**src/gig_an_regs_pkg.sv**
```systemverilog
package gig_an_regs_pkg;

  localparam int ADDR_W = 8;
  localparam int DATA_W = 32;
  localparam int REG_W  = 16;
  localparam int IDLE_W = 8;
  localparam int CODE_W = 11;

  // Register indices; the byte address on the bus is four times the index.
  localparam logic [5:0] EXP_IDX     = 6'h06;
  localparam logic [5:0] NP_TX_IDX   = 6'h07;
  localparam logic [5:0] NP_RX_IDX   = 6'h08;
  localparam logic [5:0] GIG_CTL_IDX = 6'h09;
  localparam logic [5:0] GIG_STS_IDX = 6'h0a;

  // Next-page word fields, shared by the transmit and receive words.
  localparam int NP_MORE_BIT   = 15;
  localparam int NP_ACK_BIT    = 14;
  localparam int NP_MSG_BIT    = 13;
  localparam int NP_ACK2_BIT   = 12;
  localparam int NP_TOGGLE_BIT = 11;

  // Gigabit control fields.
  localparam int TM_HI_BIT     = 15;
  localparam int TM_LO_BIT     = 13;
  localparam int MS_MANUAL_BIT = 12;
  localparam int MS_VALUE_BIT  = 11;
  localparam int PORT_BIT      = 10;
  localparam int ADV_FDX_BIT   = 9;
  localparam int ADV_HDX_BIT   = 8;

  // Expansion field positions.
  localparam int EXP_RSVD_LO   = 5;
  localparam int EXP_PD_FAULT  = 4;
  localparam int EXP_PEER_NP   = 3;
  localparam int EXP_LOCAL_NP  = 2;
  localparam int EXP_PAGE_RX   = 1;
  localparam int EXP_PEER_AN   = 0;

  localparam logic [CODE_W-1:0] NP_CODE_RST   = 11'h001;
  localparam logic              NP_MSG_RST    = 1'b1;
  localparam logic [REG_W-1:0]  GIG_CTL_RST   = 16'h0700;
  localparam logic              RESOL_RST     = 1'b1;
  localparam logic              LOCAL_NP_ABLE = 1'b1;
  localparam logic [1:0]        STS_RSVD      = 2'h0;

  typedef enum logic [2:0] {
    TM_NORMAL     = 3'b000,
    TM_WAVEFORM   = 3'b001,
    TM_JIT_MASTER = 3'b010,
    TM_JIT_SLAVE  = 3'b011,
    TM_DISTORTION = 3'b100
  } test_mode_type;

  function automatic logic reg_hit(input logic [ADDR_W-1:0] addr, input logic [5:0] idx);
    reg_hit = (addr == {idx, 2'b00});
  endfunction

  function automatic logic tm_legal(input logic [2:0] code);
    tm_legal = (code <= TM_DISTORTION);
  endfunction

endpackage

```
**src/autoneg_next_page_gig_ctrl_regs.sv**
```systemverilog
`timescale 1ns/1ps
`default_nettype none

module autoneg_next_page_gig_ctrl_regs
  import gig_an_regs_pkg::*;
(
  input  wire logic              clk_i,
  input  wire logic              srst_i,
  input  wire logic              psel_i,
  input  wire logic              penable_i,
  input  wire logic              pwrite_i,
  input  wire logic [ADDR_W-1:0] paddr_i,
  input  wire logic [DATA_W-1:0] pwdata_i,
  output logic      [DATA_W-1:0] prdata_o,
  output logic                   pready_o,
  output logic                   pslverr_o,
  input  wire logic              base_t_mode_i,
  input  wire logic              pd_fault_i,
  input  wire logic              page_rx_i,
  input  wire logic              link_partner_an_able_i,
  input  wire logic              link_partner_np_able_i,
  input  wire logic              link_partner_np_valid_i,
  input  wire logic [REG_W-1:0]  link_partner_np_word_i,
  input  wire logic              link_code_word_sent_i,
  input  wire logic              link_code_word_toggle_i,
  input  wire logic              ms_fault_i,
  input  wire logic              ms_resolved_i,
  input  wire logic              ms_resolved_master_i,
  input  wire logic              local_rx_ok_i,
  input  wire logic              remote_rx_ok_i,
  input  wire logic              link_partner_gig_fdx_i,
  input  wire logic              link_partner_gig_hdx_i,
  input  wire logic              idle_error_i,
  output logic      [2:0]        test_mode_o,
  output logic                   ms_manual_o,
  output logic                   ms_force_master_o,
  output logic                   port_multi_o,
  output logic                   adv_gig_fdx_o,
  output logic                   adv_gig_hdx_o,
  output logic      [REG_W-1:0]  np_tx_word_o
);

  typedef struct packed {
    logic [DATA_W-1:0] rdata;
    logic              np_more;
    logic              np_msg;
    logic              np_ack2;
    logic              np_toggle;
    logic [CODE_W-1:0] np_code;
    logic [REG_W-1:0]  rx_np;
    logic [REG_W-1:0]  gig_ctl;
    logic              resolution;
  } regs_state_type;

  localparam regs_state_type RST_STATE = '{
    rdata:      '0,
    np_more:    1'b0,
    np_msg:     NP_MSG_RST,
    np_ack2:    1'b0,
    np_toggle:  1'b0,
    np_code:    NP_CODE_RST,
    rx_np:      '0,
    gig_ctl:    GIG_CTL_RST,
    resolution: RESOL_RST
  };

  regs_state_type st_ff;
  regs_state_type nxt_st;

  logic              setup;
  logic              access;
  logic              mapped;
  logic              cap_exp;
  logic              cap_sts;
  logic              rd_exp;
  logic              rd_sts;
  logic              wr_np;
  logic              wr_ctl;
  logic              pd_fault_shown;
  logic              page_rx_shown;
  logic              ms_fault_shown;
  logic [IDLE_W-1:0] idle_count;
  logic [REG_W-1:0]  exp_word;
  logic [REG_W-1:0]  np_word;
  logic [REG_W-1:0]  sts_word;
  logic [2:0]        tm_field;

  assign setup  = psel_i && !penable_i;
  assign access = psel_i && penable_i;
  assign mapped = reg_hit(paddr_i, EXP_IDX) || reg_hit(paddr_i, NP_TX_IDX) ||
                  reg_hit(paddr_i, NP_RX_IDX) || reg_hit(paddr_i, GIG_CTL_IDX) ||
                  reg_hit(paddr_i, GIG_STS_IDX);

  // Read data is captured in the setup cycle; side effects of a read happen
  // at the edge that completes the access.
  assign cap_exp = setup && !pwrite_i && reg_hit(paddr_i, EXP_IDX);
  assign cap_sts = setup && !pwrite_i && reg_hit(paddr_i, GIG_STS_IDX);
  assign rd_exp  = access && !pwrite_i && reg_hit(paddr_i, EXP_IDX);
  assign rd_sts  = access && !pwrite_i && reg_hit(paddr_i, GIG_STS_IDX);
  assign wr_np   = access && pwrite_i && reg_hit(paddr_i, NP_TX_IDX);
  assign wr_ctl  = access && pwrite_i && reg_hit(paddr_i, GIG_CTL_IDX);

  status_latch #(
    .ACTIVE_LVL (1'b1)
  ) u_pd_fault (
    .clk_i   (clk_i),
    .srst_i  (srst_i),
    .live_i  (pd_fault_i),
    .cap_i   (cap_exp),
    .rd_i    (rd_exp),
    .shown_o (pd_fault_shown)
  );

  status_latch #(
    .ACTIVE_LVL (1'b0)
  ) u_page_rx (
    .clk_i   (clk_i),
    .srst_i  (srst_i),
    .live_i  (page_rx_i),
    .cap_i   (cap_exp),
    .rd_i    (rd_exp),
    .shown_o (page_rx_shown)
  );

  status_latch #(
    .ACTIVE_LVL (1'b1)
  ) u_ms_fault (
    .clk_i   (clk_i),
    .srst_i  (srst_i),
    .live_i  (ms_fault_i),
    .cap_i   (cap_sts),
    .rd_i    (rd_sts),
    .shown_o (ms_fault_shown)
  );

  idle_err_counter #(
    .W (IDLE_W)
  ) u_idle_cnt (
    .clk_i   (clk_i),
    .srst_i  (srst_i),
    .inc_i   (idle_error_i),
    .cap_i   (cap_sts),
    .rd_i    (rd_sts),
    .count_o (idle_count)
  );

  always_comb begin
    exp_word = '0;
    exp_word[EXP_PD_FAULT] = pd_fault_shown;
    exp_word[EXP_PEER_NP] = link_partner_np_able_i;
    exp_word[EXP_LOCAL_NP] = LOCAL_NP_ABLE;
    exp_word[EXP_PAGE_RX] = page_rx_shown;
    exp_word[EXP_PEER_AN] = link_partner_an_able_i;
  end

  always_comb begin
    np_word = '0;
    np_word[NP_MORE_BIT] = st_ff.np_more;
    np_word[NP_MSG_BIT] = st_ff.np_msg;
    np_word[NP_ACK2_BIT] = st_ff.np_ack2;
    np_word[NP_TOGGLE_BIT] = st_ff.np_toggle;
    np_word[CODE_W-1:0] = st_ff.np_code;
  end

  assign sts_word = {ms_fault_shown, st_ff.resolution, local_rx_ok_i, remote_rx_ok_i,
                     link_partner_gig_fdx_i, link_partner_gig_hdx_i, STS_RSVD, idle_count};

  always_comb begin
    nxt_st = st_ff;
    if (setup && !pwrite_i) begin
      nxt_st.rdata = '0;
      if (reg_hit(paddr_i, EXP_IDX)) begin
        nxt_st.rdata[REG_W-1:0] = exp_word;
      end
      if (reg_hit(paddr_i, NP_TX_IDX)) begin
        nxt_st.rdata[REG_W-1:0] = np_word;
      end
      if (reg_hit(paddr_i, NP_RX_IDX)) begin
        nxt_st.rdata[REG_W-1:0] = st_ff.rx_np;
      end
      if (reg_hit(paddr_i, GIG_CTL_IDX)) begin
        nxt_st.rdata[REG_W-1:0] = st_ff.gig_ctl;
      end
      if (reg_hit(paddr_i, GIG_STS_IDX)) begin
        nxt_st.rdata[REG_W-1:0] = sts_word;
      end
    end
    if (wr_np) begin
      nxt_st.np_more = pwdata_i[NP_MORE_BIT];
      nxt_st.np_msg  = pwdata_i[NP_MSG_BIT];
      nxt_st.np_ack2 = pwdata_i[NP_ACK2_BIT];
      nxt_st.np_code = pwdata_i[CODE_W-1:0];
    end
    if (link_code_word_sent_i) begin
      nxt_st.np_toggle = !link_code_word_toggle_i;
    end
    if (link_partner_np_valid_i) begin
      nxt_st.rx_np = link_partner_np_word_i;
    end
    if (wr_ctl) begin
      nxt_st.gig_ctl = pwdata_i[REG_W-1:0];
    end
    // Every resolution event updates the role; later timing swaps have no input here.
    if (ms_resolved_i) begin
      nxt_st.resolution = ms_resolved_master_i;
    end
  end

  always_ff @(posedge clk_i) begin
    if (srst_i) begin
      st_ff <= RST_STATE;
    end else begin
      st_ff <= nxt_st;
    end
  end

  assign tm_field = st_ff.gig_ctl[TM_HI_BIT:TM_LO_BIT];

  // Reserved test mode codes and non-copper media fall back to normal.
  assign test_mode_o = (base_t_mode_i && tm_legal(tm_field)) ? tm_field : TM_NORMAL;
  assign ms_manual_o = base_t_mode_i && st_ff.gig_ctl[MS_MANUAL_BIT];
  assign ms_force_master_o = ms_manual_o && st_ff.gig_ctl[MS_VALUE_BIT];
  assign port_multi_o  = st_ff.gig_ctl[PORT_BIT];
  assign adv_gig_fdx_o = st_ff.gig_ctl[ADV_FDX_BIT];
  assign adv_gig_hdx_o = st_ff.gig_ctl[ADV_HDX_BIT];
  assign np_tx_word_o  = np_word;

  assign prdata_o  = st_ff.rdata;
  assign pready_o  = access;
  assign pslverr_o = access && !mapped;
endmodule

`default_nettype wire

```
**src/idle_err_counter.sv**
```systemverilog
`timescale 1ns/1ps
`default_nettype none

module idle_err_counter #(
  parameter int W = 8
) (
  input  wire logic         clk_i,
  input  wire logic         srst_i,
  input  wire logic         inc_i,
  input  wire logic         cap_i,
  input  wire logic         rd_i,
  output logic      [W-1:0] count_o
);

  typedef struct packed {
    logic [W-1:0] count;
    logic [W-1:0] snap;
  } cnt_state_type;

  cnt_state_type st_ff;
  cnt_state_type nxt_st;
  logic [W-1:0]  base;

  // Only the value that was handed to software is removed on a read, so
  // errors counted between capture and read survive.
  always_comb begin
    nxt_st = st_ff;
    base   = rd_i ? (st_ff.count - st_ff.snap) : st_ff.count;
    if (cap_i) begin
      nxt_st.snap = st_ff.count;
    end
    nxt_st.count = base;
    if (inc_i && (base != {W{1'b1}})) begin
      nxt_st.count = base + {{(W-1){1'b0}}, 1'b1};
    end
  end

  always_ff @(posedge clk_i) begin
    if (srst_i) begin
      st_ff <= '0;
    end else begin
      st_ff <= nxt_st;
    end
  end

  assign count_o = st_ff.count;

endmodule

`default_nettype wire

```
**src/status_latch.sv**
```systemverilog
`timescale 1ns/1ps
`default_nettype none

module status_latch #(
  parameter logic ACTIVE_LVL = 1'b1
) (
  input  wire logic clk_i,
  input  wire logic srst_i,
  input  wire logic live_i,
  input  wire logic cap_i,
  input  wire logic rd_i,
  output logic      shown_o
);

  typedef struct packed {
    logic flag;
    logic seen;
  } latch_state_type;

  latch_state_type st_ff;
  latch_state_type nxt_st;

  // A read clears the flag only if the captured read data already showed it,
  // and a new event in the same cycle keeps it set.
  always_comb begin
    nxt_st = st_ff;
    if (cap_i) begin
      nxt_st.seen = st_ff.flag;
    end
    if (rd_i && st_ff.seen) begin
      nxt_st.flag = 1'b0;
      nxt_st.seen = 1'b0;
    end
    if (live_i == ACTIVE_LVL) begin
      nxt_st.flag = 1'b1;
    end
  end

  always_ff @(posedge clk_i) begin
    if (srst_i) begin
      st_ff <= '0;
    end else begin
      st_ff <= nxt_st;
    end
  end

  assign shown_o = st_ff.flag ? ACTIVE_LVL : live_i;

endmodule

`default_nettype wire

```
**config.mk**
```make
export PLATFORM = sky130hd
export DESIGN_NAME = autoneg_next_page_gig_ctrl_regs
export DESIGN_NICKNAME = d
export VERILOG_FILES = /design/src/gig_an_regs_pkg.sv /design/src/autoneg_next_page_gig_ctrl_regs.sv /design/src/idle_err_counter.sv /design/src/status_latch.sv
export SDC_FILE = /design/constraint.sdc
export NUM_CORES = 1
export LEC_CHECK = 0
export ABC_CLOCK_PERIOD_IN_PS = 7300
export BUFFER_PORTS_ARGS = -buffer_cell sky130_fd_sc_hd__buf_2
export CAP_MARGIN = 30
export CORE_MARGIN = 3
export CORE_UTILIZATION = 56
export DETAILED_ROUTE_END_ITERATION = 12
export HOLD_SLACK_MARGIN = 0.08
export PLACE_DENSITY = 0.83
export SYNTH_ARGS = -nofsm -noshare
export SYNTH_HDL_FRONTEND = slang
export SYNTH_SLANG_ARGS = --single-unit
export TNS_END_PERCENT = 20
```
**constraint.sdc**
```tcl
create_clock -name clk_i -period 7.3 [get_ports clk_i]
set_input_delay 0.73 -clock clk_i [delete_from_list [all_inputs] [get_ports clk_i]]
set_output_delay 0.73 -clock clk_i [all_outputs]
set_load 0.1 [all_outputs]
```
==> summary.json, run 1 <==
{
  "outcome": "finished clean",
  "dominantRegCellSynth": "dfxtp_1",
  "die_area_sq_mm": 0.00939,
  "ctsResizeCount": 0,
  "placement.setup.worst_slack_ns": 3.72,
  "antennaDiodeCount": 0,
  "port_buffers": 101,
  "filler_cell_count": 688,
  "max_cap_violations": 0,
  "number_of_antenna_violations_at_the_first_check_in_global_routing": 0,
  "synthArstFlopShare": 0,
  "floorplan.die.width_microns": 96.9,
  "synthesis.area_per_instance_sq_um": 8.03,
  "intPower_w": 0.000711,
  "timing.critical_path.to_type": "register",
  "timing.max_slew.rel_slack": 0.321,
  "timing.reg2reg.worst_path_depth": 10,
  "leak_pwr_nw": 2.09,
  "finalCritPeriodShare": 0.443,
  "start_util": 0.587,
  "worst_slew_pin_slew_ns": 1.01,
  "place.gp.congestion": 0.885,
  "numCtsBuffers": 9,
  "num_vias": 4251,
  "first_global_vias": 3873,
  "pwr_density_cell_mw_per_mm2": 198,
  "ys_seq_area_frac": 0.372,
  "detail_route.vias_per_cell": 5.79,
  "rrSetupSlack_ns": 4.31,
  "cts-root-to-sink-buffers": 2,
  "syn_area_sq_mm": 0.00463,
  "timing.setup.tns_ns": 0,
  "area_growth_syn_to_layout_pct": 10.1,
  "netSwitchingPower_w": 0.000298,
  "finalWorstPathRequiredPeriod_ns": 3.23,
  "worst_setup_hold_path_clk_slew_ns": 0.08,
  "critical_path_peak_fanout": 32,
  "timing.hold.worst.class": "reg -> reg",
  "swShare": 0.296,
  "avgRoutedWirePerCell_microns": 16.1,
  "combinationalPowerShare": 0.163,
  "finalHoldWorstSlack_ns": 0.460,
  "ant_nets": 0,
  "netlist-cell-type-count": 56,
  "h_tree_depth": 3,
  "worstHoldPathCells": 2,
  "clock_power_share": 0.351,
  "detailed_place.area_sq_mm": 0.00489,
  "clock_sinks": 86,
  "top_cell_type_s_share_of_synthesized_area": 0.372,
  "dp.final_hpwl_microns": 8520,
  "finalClockSkew_ns": 0.00632,
  "synth_top_cells_by_area": "dfxtp_1 37%, nand2_1 8.4%, buf_4 7.8%",
  "synth_enable_flop_cells": 0,
  "die_h_microns": 96.9,
  "multi_input_comb_area_sq_mm": 0.00246,
  "grt_start_max_net_pins": 90,
  "grt_pass1_wl_microns": 19200,
  "reg2reg_from": "u_idle_cnt.count_o[0]",
  "p_seq_frac": 0.485,
  "cts-hold-fix-buffers": 0,
  "ys_warn_count": 0,
  "design_area_sq_mm": 0.00509,
  "final_hold_viol_count": 0,
  "critical_path_required_ns": 7.56,
  "globalRouteOverflowTotal": 0,
  "clock_latency_on_the_worst_skew_pair_ns": 0.35,
  "critPathArrivalTime_ns": 3.49,
  "drt_drc_violations_left": 0,
  "grt.total_usage": 0.247,
  "crit_start": "paddr_i[2]",
  "timing.fmax_mhz": 309,
  "drt_iter0_drc": 267,
  "drtPass1Iterations": 4,
  "num-nets-final": 716,
  "final-setup-viol-count": 0,
  "postSynthRegisterBits": 86,
  "finalWorstSetupSlack_ns": 4.07,
  "cts.root.buffer_cell": "clkbuf_8",
  "totalWireLength_microns": 11800,
  "fp-row-count": 32,
  "fp.coreArea_sq_mm": 0.00789,
  "critical_path.endpoint": "u_idle_cnt.count_o[1]",
  "tritoncts_clock_tree": "done",
  "yosysTopAreaCell": "dfxtp_1",
  "irDropWorstVdd_mv": 0.131,
  "report.power.total_w": 0.00101,
  "sequential_cell_area_sq_mm": 0.00172,
  "postCtsSetupBuffers": 0,
  "postSynthCellCount": 576,
  "timing.rr.end": "u_idle_cnt.count_o[1]",
  "timing_worst_setup_path_type": "in -> reg",
  "grt_setup_unrepaired": "false",
  "slew_viol_final": 0,
  "critPathLaunchType": "primary input",
  "boundaryPins": 135,
  "drive_gt1_frac": 0.215
}
## cell usage in the layout, fill, tap and decap left out, types with 9 or more instances in the layout
cell type  synthesis  routed
a211oi_1          12      12
a21oi_1           50      50
a22o_1             9       9
a22oi_1            9       9
buf_2              1     101
clkbuf_8           0       9
conb_1             1      17
dfxtp_1           86      86
ha_1               9       9
inv_1             10      10
mux2i_1           23      23
nand2_1          104     104
nor2_1            55      55
nor3_1            16      16
## through the flow
| step | cells | utilization |
|---|---|---|
| finish | 734 | 0.646 |
| global route | 734 | 0.646 |
| floorplan | 592 | - |
| detailed placement | 720 | 0.620 |
| CTS | 734 | 0.646 |
| global placement | 719 | 0.619 |
## cell type report
| cell class | count | area share |
|---|---|---|
| Timing Repair Buffer | 106 | 0.107 |
| Sequential cell | 86 | 0.338 |
| Clock inverter | 4 | 0.0145 |
| Clock buffer | 10 | 0.0251 |
| Inverter | 10 | 0.00737 |
| Tap cell | 102 | 0.0251 |
| Multi-Input combinational cell | 416 | 0.483 |
## power by group through the flow
| stage | combinational (W) | sequential [W] | clock (W) |
|---|---|---|---|
| 2_1_floorplan | 0.000140 | 0.000499 | 0 |
| 3_3_place_gp | 0.000161 | 0.000501 | 0 |
| 4_1_cts | 0.000164 | 0.000490 | 0.000359 |
| 6_report | 0.000165 | 0.000490 | 0.000355 |
| 5_1_grt | 0.000175 | 0.000492 | 0.000380 |
| 3_5_place_dp | 0.000163 | 0.000501 | 0 |
## worst min path at each step
| stage | start | slack [ns] | endpoint |
|---|---|---|---|
| 6_report | st_ff[5] | 0.46 | st_ff[5] |
| 5_1_grt | u_idle_cnt.st_ff[3] | 0.47 | u_idle_cnt.st_ff[3] |
| 4_1_cts | u_idle_cnt.st_ff[3] | 0.46 | u_idle_cnt.st_ff[3] |
| 3_5_place_dp | u_idle_cnt.st_ff[3] | 0.45 | u_idle_cnt.st_ff[3] |
| 3_3_place_gp | u_idle_cnt.st_ff[3] | 0.44 | u_idle_cnt.st_ff[3] |
| 2_1_floorplan | u_idle_cnt.st_ff[5] | 0.43 | u_idle_cnt.st_ff[5] |
## logic make-up (layout without fill, tap and decap cells)
family,count (synthesis),after routing,synth area share
compound gates,127,127,0.184
xor+xnor,2,2,0.00379
fa+ha+maj,10,10,0.0287
buf+inv,90,130,0.112
flops,86,86,0.372
mux,25,25,0.0546
other cells,1,17,0.000810
simple gates,235,235,0.244
## sequential cells by signal, indices dropped and copies added, names as in the netlist
name	flops
u_idle_cnt.st_ff	8
port_multi_o	1
u_page_rx.st_ff	2
u_ms_fault.st_ff	2
st_ff	30
np_tx_word_o	15
adv_gig_hdx_o	1
adv_gig_fdx_o	1
u_pd_fault.st_ff	2
prdata_o	16
u_idle_cnt.count_o	8
## worst max-delay path, stage by stage
cell and delay, ns:
buf_2 0.30, nor4b_4 0.43, and3_1 0.42, o21ai_0 0.17, o21ai_0 0.43, nand4_1 0.30
or3_4 0.45, a221oi_2 0.24
## routing by layer
metal | track usage | up-vias | share of wire
li1 | - | 2062 | -
met1 | 0.329 | 2029 | 0.43
met2 | 0.406 | 149 | 0.49
met3 | 0.0584 | 11 | 0.076
met4 | 0.0583 | 0 | 0.012
met5 | 0 | - | 0
## cells in the mapped netlist (6+ instances only)
cell and instances:
nand2_1 104, dfxtp_1 86, nor2_1 55, a21oi_1 50, buf_4 48, clkbuf_1 29
mux2i_1 23, nor3_1 16, a211oi_1 12, inv_1 10, a22o_1 9, a22oi_1 9
ha_1 9, nand3_1 8, nand3b_1 8, o21ai_0 8, o22ai_1 8, a311oi_1 6
and2_1 6
Note: power is estimated with default switching activity, not from simulation.
==> run 2: changes to the inputs <==
--- a/config.mk
+++ b/config.mk
@@ -5,14 +5,15 @@
 export SDC_FILE = /design/constraint.sdc
 export NUM_CORES = 1
 export LEC_CHECK = 0
-export ABC_CLOCK_PERIOD_IN_PS = 7300
+export ABC_AREA = 1
+export ABC_CLOCK_PERIOD_IN_PS = 3400
 export BUFFER_PORTS_ARGS = -buffer_cell sky130_fd_sc_hd__buf_2
 export CAP_MARGIN = 30
 export CORE_MARGIN = 3
-export CORE_UTILIZATION = 56
+export CORE_UTILIZATION = 52
 export DETAILED_ROUTE_END_ITERATION = 12
 export HOLD_SLACK_MARGIN = 0.08
-export PLACE_DENSITY = 0.83
+export PLACE_DENSITY = 0.78
 export SYNTH_ARGS = -nofsm -noshare
 export SYNTH_HDL_FRONTEND = slang
 export SYNTH_SLANG_ARGS = --single-unit
==> constraint.sdc (replaced) <==
create_clock -name clk_i -period 3.4 [get_ports clk_i]
set_input_delay 0.34 -clock clk_i [delete_from_list [all_inputs] [get_ports clk_i]]
set_output_delay 0.34 -clock clk_i [all_outputs]
set_load 0.1 [all_outputs]
==> run 2 against run 1 <==
  * First-iteration DRC count down 1.5%
  * Worst setup slack worse by 3.1 ns
  * Utilization down 3.6 points
  * Synthesized cell count up 14%
  * Final area up 1.3%
==> summary.json, run 2 <==
{
  "critical_path_required": {"value": 3.66, "unit": "ns", "change": "was 7.56 ns"},
  "synth_enable_flop_cells": {"value": 0, "change": "unchanged"},
  "fp.coreArea": {"value": 0.00846, "unit": "sq mm", "change": "was 0.00789 sq mm"},
  "drive_gt1_frac": {"value": 0.226, "change": "was 0.215"},
  "synthMostInstantiatedCell": {"value": "nand2_1", "change": "unchanged"},
  "mostFrequentLayoutCell": {"value": "nand2_1", "change": "unchanged"},
  "numCtsBuffers": {"value": 9, "change": "unchanged"},
  "synth-simple-area-share": {"value": 0.235, "change": "was 0.244"},
  "place.gp.congestion": {"value": 0.901, "change": "was 0.885"},
  "final-setup-viol-count": {"value": 0, "change": "unchanged"},
  "dp.cells": {"value": 815, "change": "was 720"},
  "critical_path.endpoint": {"value": "u_idle_cnt.count_o[2]", "change": "was u_idle_cnt.count_o[1]"},
  "yosysTopAreaCell": {"value": "dfxtp_1", "change": "unchanged"},
  "cts.root.buffer_cell": {"value": "clkbuf_8", "change": "unchanged"},
  "netSwitchingPower": {"value": 0.000588, "unit": "W", "change": "was 0.000298 W"},
  "avgRoutedWirePerCell": {"value": 13.7, "unit": "microns", "change": "was 16.1 microns"},
  "globalRouteOverflowTotal": {"value": 0, "change": "unchanged"},
  "detailroute.wirelength.met3": {"value": 889, "unit": "microns", "change": "was 901 microns"},
  "synth_area_in_adders": {"value": 0.0284, "change": "was 0.0287"},
  "leak_pwr": {"value": 2.39, "unit": "nW", "change": "was 2.09 nW"},
  "cts-hold-fix-buffers": {"value": 0, "change": "unchanged"},
  "final_hold_viol_count": {"value": 0, "change": "unchanged"},
  "wire_length_on_met2": {"value": 5490, "unit": "microns", "change": "was 5730 microns"},
  "dominantRegCellSynth": {"value": "dfxtp_1", "change": "unchanged"},
  "slew_viol_final": {"value": 0, "change": "unchanged"},
  "pwr_density_cell": {"value": 395, "unit": "mW/mm^2", "change": "was 198 mW/mm^2"},
  "ant_nets": {"value": 0, "change": "unchanged"},
  "worst_setup_hold_path_clk_slew": {"value": 0.09, "unit": "ns", "change": "was 0.08 ns"},
  "highest-signal-layer": {"value": "met5", "change": "was met4"},
  "synth_top_cells_by_area": {"value": "dfxtp_1 37%, nand2_1 9.7%, buf_4 7.9%", "change": "was dfxtp_1 37%, nand2_1 8.4%, buf_4 7.8%"},
  "timing.max_slew.rel_slack": {"value": 0.525, "change": "was 0.321"},
  "combinationalPowerShare": {"value": 0.125, "change": "was 0.163"},
  "clock_power_share": {"value": 0.366, "change": "was 0.351"},
  "critical_hold_path_startpoint": {"value": "link_code_word_toggle_i", "change": "was st_ff[5]"},
  "timing.rr.end": {"value": "u_idle_cnt.count_o[2]", "change": "was u_idle_cnt.count_o[1]"},
  "clock_latency_on_the_worst_skew_pair": {"value": 0.36, "unit": "ns", "change": "was 0.35 ns"},
  "timing.hold.worst.class": {"value": "in -> reg", "change": "was reg -> reg"},
  "finalCritPeriodShare": 0.701,
  "critPathLaunchType": {"value": "register", "change": "was primary input"},
  "finalWorstPathRequiredPeriod_ns": 2.38,
  "timing.fmax_mhz": 419,
  "boundaryPins": {"value": 135, "change": "unchanged"},
  "grt.total_usage": {"value": 0.229, "change": "was 0.247"},
  "postCtsSetupBuffers": {"value": 0, "change": "unchanged"},
  "syn_area": {"value": 0.00467, "unit": "sq mm", "change": "was 0.00463 sq mm"},
  "timing.critical_path.to_type": {"value": "register", "change": "unchanged"},
  "num-nets-final": {"value": 808, "change": "was 716"},
  "p_seq_frac": {"value": 0.509, "change": "was 0.485"},
  "fp-row-count": {"value": 33, "change": "was 32"},
  "count_of_placed_standard_cells_in_the_final_layout_fillers_left_out": {"value": 831, "change": "was 734"},
  "grt_start_max_net_pins": {"value": 35, "change": "was 90"},
  "clock_sinks": {"value": 86, "change": "unchanged"},
  "top_cell_type_s_share_of_synthesized_area": {"value": 0.369, "change": "was 0.372"},
  "outcome": {"value": "finished clean", "change": "unchanged"},
  "dp.final_hpwl": {"value": 8680, "unit": "microns", "change": "was 8520 microns"},
  "critical_path_peak_fanout": {"value": 7, "change": "was 32"},
  "max_cap_violations": {"value": 0, "change": "unchanged"},
  "met1Wirelength": {"value": 4710, "unit": "microns", "change": "was 5030 microns"},
  "die_area": {"value": 0.0101, "unit": "sq mm", "change": "was 0.00939 sq mm"},
  "first_global_vias": {"value": 4028, "change": "was 3873"},
  "synthesis.area_per_instance": {"value": 7.09, "unit": "sq um", "change": "was 8.03 sq um"},
  "post_synth_xor_area_fraction": {"value": 0.00939, "change": "was 0.00379"},
  "synthTopCellsByCount": {"value": "121 x nand2_1, 89 x inv_1, 86 x dfxtp_1", "change": "was 104 x nand2_1, 86 x dfxtp_1, 55 x nor2_1"},
  "finalClockSkew": {"value": 0.0109, "unit": "ns", "change": "was 0.00632 ns"},
  "drt_drc_violations_left": {"value": 0, "change": "unchanged"},
  "postSynthCellCount": {"value": 658, "change": "was 576"},
  "layout.cells.most_common_list": {"value": "121 x nand2_1, 101 x buf_2, 89 x inv_1, 86 x dfxtp_1, 66 x o21ai_0", "change": "was 104 x nand2_1, 101 x buf_2, 86 x dfxtp_1, 55 x nor2_1, 50 x a21oi_1"},
  "timing.setup.tns": {"value": 0, "unit": "ns", "change": "unchanged"},
  "postSynthRegisterBits": {"value": 86, "change": "unchanged"},
  "intPower": {"value": 0.00145, "unit": "W", "change": "was 0.000711 W"},
  "grt_pass1_wl": {"value": 18400, "unit": "microns", "change": "was 19200 microns"},
  "critPathArrivalTime": {"value": 2.65, "unit": "ns", "change": "was 3.49 ns"},
  "tritoncts_clock_tree": {"value": "done", "change": "unchanged"},
  "ctsResizeCount": {"value": 0, "change": "unchanged"},
  "drtPass1Iterations": {"value": 5, "change": "was 4"},
  "num_vias": {"value": 4302, "change": "was 4251"},
  "totalWireLength": {"value": 11400, "unit": "microns", "change": "was 11800 microns"},
  "reg2reg_from": {"value": "u_idle_cnt.count_o[0]", "change": "unchanged"},
  "synthArstFlopShare": {"value": 0, "change": "unchanged"},
  "ys_seq_area_frac": {"value": 0.369, "change": "was 0.372"},
  "floorplan.die.width": {"value": 101, "unit": "microns", "change": "was 96.9 microns"},
  "rrSetupSlack": {"value": 1.02, "unit": "ns", "change": "was 4.31 ns"},
  "netlist-cell-type-count": {"value": 43, "change": "was 56"},
  "timing_worst_setup_path_type": {"value": "reg -> reg", "change": "was in -> reg"},
  "start_util": {"value": 0.551, "change": "was 0.587"},
  "synth_top_family_by_area": {"value": "simple AND/OR/NAND/NOR gates", "change": "unchanged"},
  "crit_start": {"value": "u_idle_cnt.count_o[0]", "change": "was paddr_i[2]"},
  "drt_iter0_drc": {"value": 263, "change": "was 267"},
  "synthMuxAreaShare": {"value": 0, "change": "was 0.0546"},
  "complex_gate_fraction_of_the_synthesized_area": {"value": 0.180, "change": "was 0.184"},
  "grt_setup_unrepaired": {"value": "false", "change": "unchanged"},
  "port_buffers": {"value": 101, "change": "unchanged"},
  "worst_slew_pin_slew": {"value": 0.712, "unit": "ns", "change": "was 1.01 ns"},
  "antennaDiodeCount": {"value": 0, "change": "unchanged"},
  "detail_route.vias_per_cell": {"value": 5.18, "change": "was 5.79"},
  "cts-root-to-sink-buffers": {"value": 2, "change": "unchanged"},
  "largest_register": {"value": "st_ff", "change": "unchanged"},
  "irDropWorstVdd": {"value": 0.238, "unit": "mV", "change": "was 0.131 mV"},
  "number_of_antenna_violations_at_the_first_check_in_global_routing": {"value": 1, "change": "was 0"},
  "area_growth_syn_to_layout": {"value": 10.5, "unit": "%", "change": "was 10.1%"},
  "die_h": {"value": 101, "unit": "microns", "change": "was 96.9 microns"},
  "swShare": {"value": 0.288, "change": "was 0.296"},
  "h_tree_depth": {"value": 3, "change": "unchanged"},
  "ys_warn_count": {"value": 0, "change": "unchanged"},
  "timing.reg2reg.worst_path_depth": {"value": 16, "change": "was 10"},
  "largest_register_ff_count": {"value": 30, "change": "unchanged"}
}
-- run 2: logic make-up (layout without fill, tap and decap cells) --
group | Yosys count | in the layout
simple gates | 236 | 236
buf+inv | 167 | 219
compound gates | 153 | 153
flops | 86 | 86
fa+ha+maj | 10 | 10
xor+xnor | 5 | 5
other cells | 1 | 17
-- run 2: area by class of cell --
cell class | count | area [sq um]
Fill cell | 759 | 3310
Clock buffer | 10 | 138
Tap cell | 105 | 131
Sequential cell | 86 | 1720
Timing Repair Buffer | 106 | 543
Multi-Input combinational cell | 421 | 2180
Inverter | 97 | 369
Clock inverter | 6 | 70.1
-- run 2: stage by stage --
stage | utilization | hold slack (ns) | total power [W] | cell area (sq um) | worst slack, ns
2_1_floorplan | - | 0.425 | 0.00126 | 4730 | 0.410
3_3_place_gp | 0.585 | 0.435 | 0.00131 | 4950 | 0.989
3_5_place_dp | 0.585 | 0.445 | 0.00131 | 4950 | 0.856
4_1_cts | 0.609 | 0.141 | 0.00205 | 5160 | 1.01
5_1_grt | 0.609 | 0.146 | 0.00211 | 5160 | 0.833
6_report | 0.609 | 0.147 | 0.00204 | 5160 | 1.02
-- run 2: critical path, stage by stage, from the launching register on --
cell and delay [ns]:
dfxtp_1 0.34, inv_1 0.09, ha_1 0.14, inv_1 0.05
fa_1 0.49, nand2_1 0.06, nand2_1 0.15, ha_1 0.26
nand3_4 0.11, nor2_4 0.15, nand2_4 0.09, nand2_8 0.10
inv_6 0.05, nand2_2 0.05, nand2_1 0.04, nand2_1 0.05
inv_1 0.04
-- run 2: how the worst min path moves through the flow --
stage | to | slack [ns] | depth (start not counted)
2_1_floorplan | st_ff[1] | 0.42 | 2
3_3_place_gp | st_ff[2] | 0.44 | 2
3_5_place_dp | st_ff[7] | 0.45 | 2
4_1_cts | np_tx_word_o[11] | 0.14 | 2
5_1_grt | np_tx_word_o[11] | 0.15 | 2
6_report | np_tx_word_o[11] | 0.15 | 2
-- run 2: power by group through the flow --
stage / Combinational [W] / Clock [W] / Sequential (W)
final: 0.000254 / 0.000746 / 0.00104
after global routing: 0.000276 / 0.000797 / 0.00104
after CTS: 0.000253 / 0.000761 / 0.00104
after detailed placement: 0.000252 / 0 / 0.00106
after global placement: 0.000248 / 0 / 0.00106
after floorplan: 0.000207 / 0 / 0.00106
-- run 2: layer usage --
metal,vias to the layer above,GRT usage
met5,-,0
met4,2,0.0767
met3,23,0.0616
met2,151,0.395
met1,1957,0.274
li1,2169,-
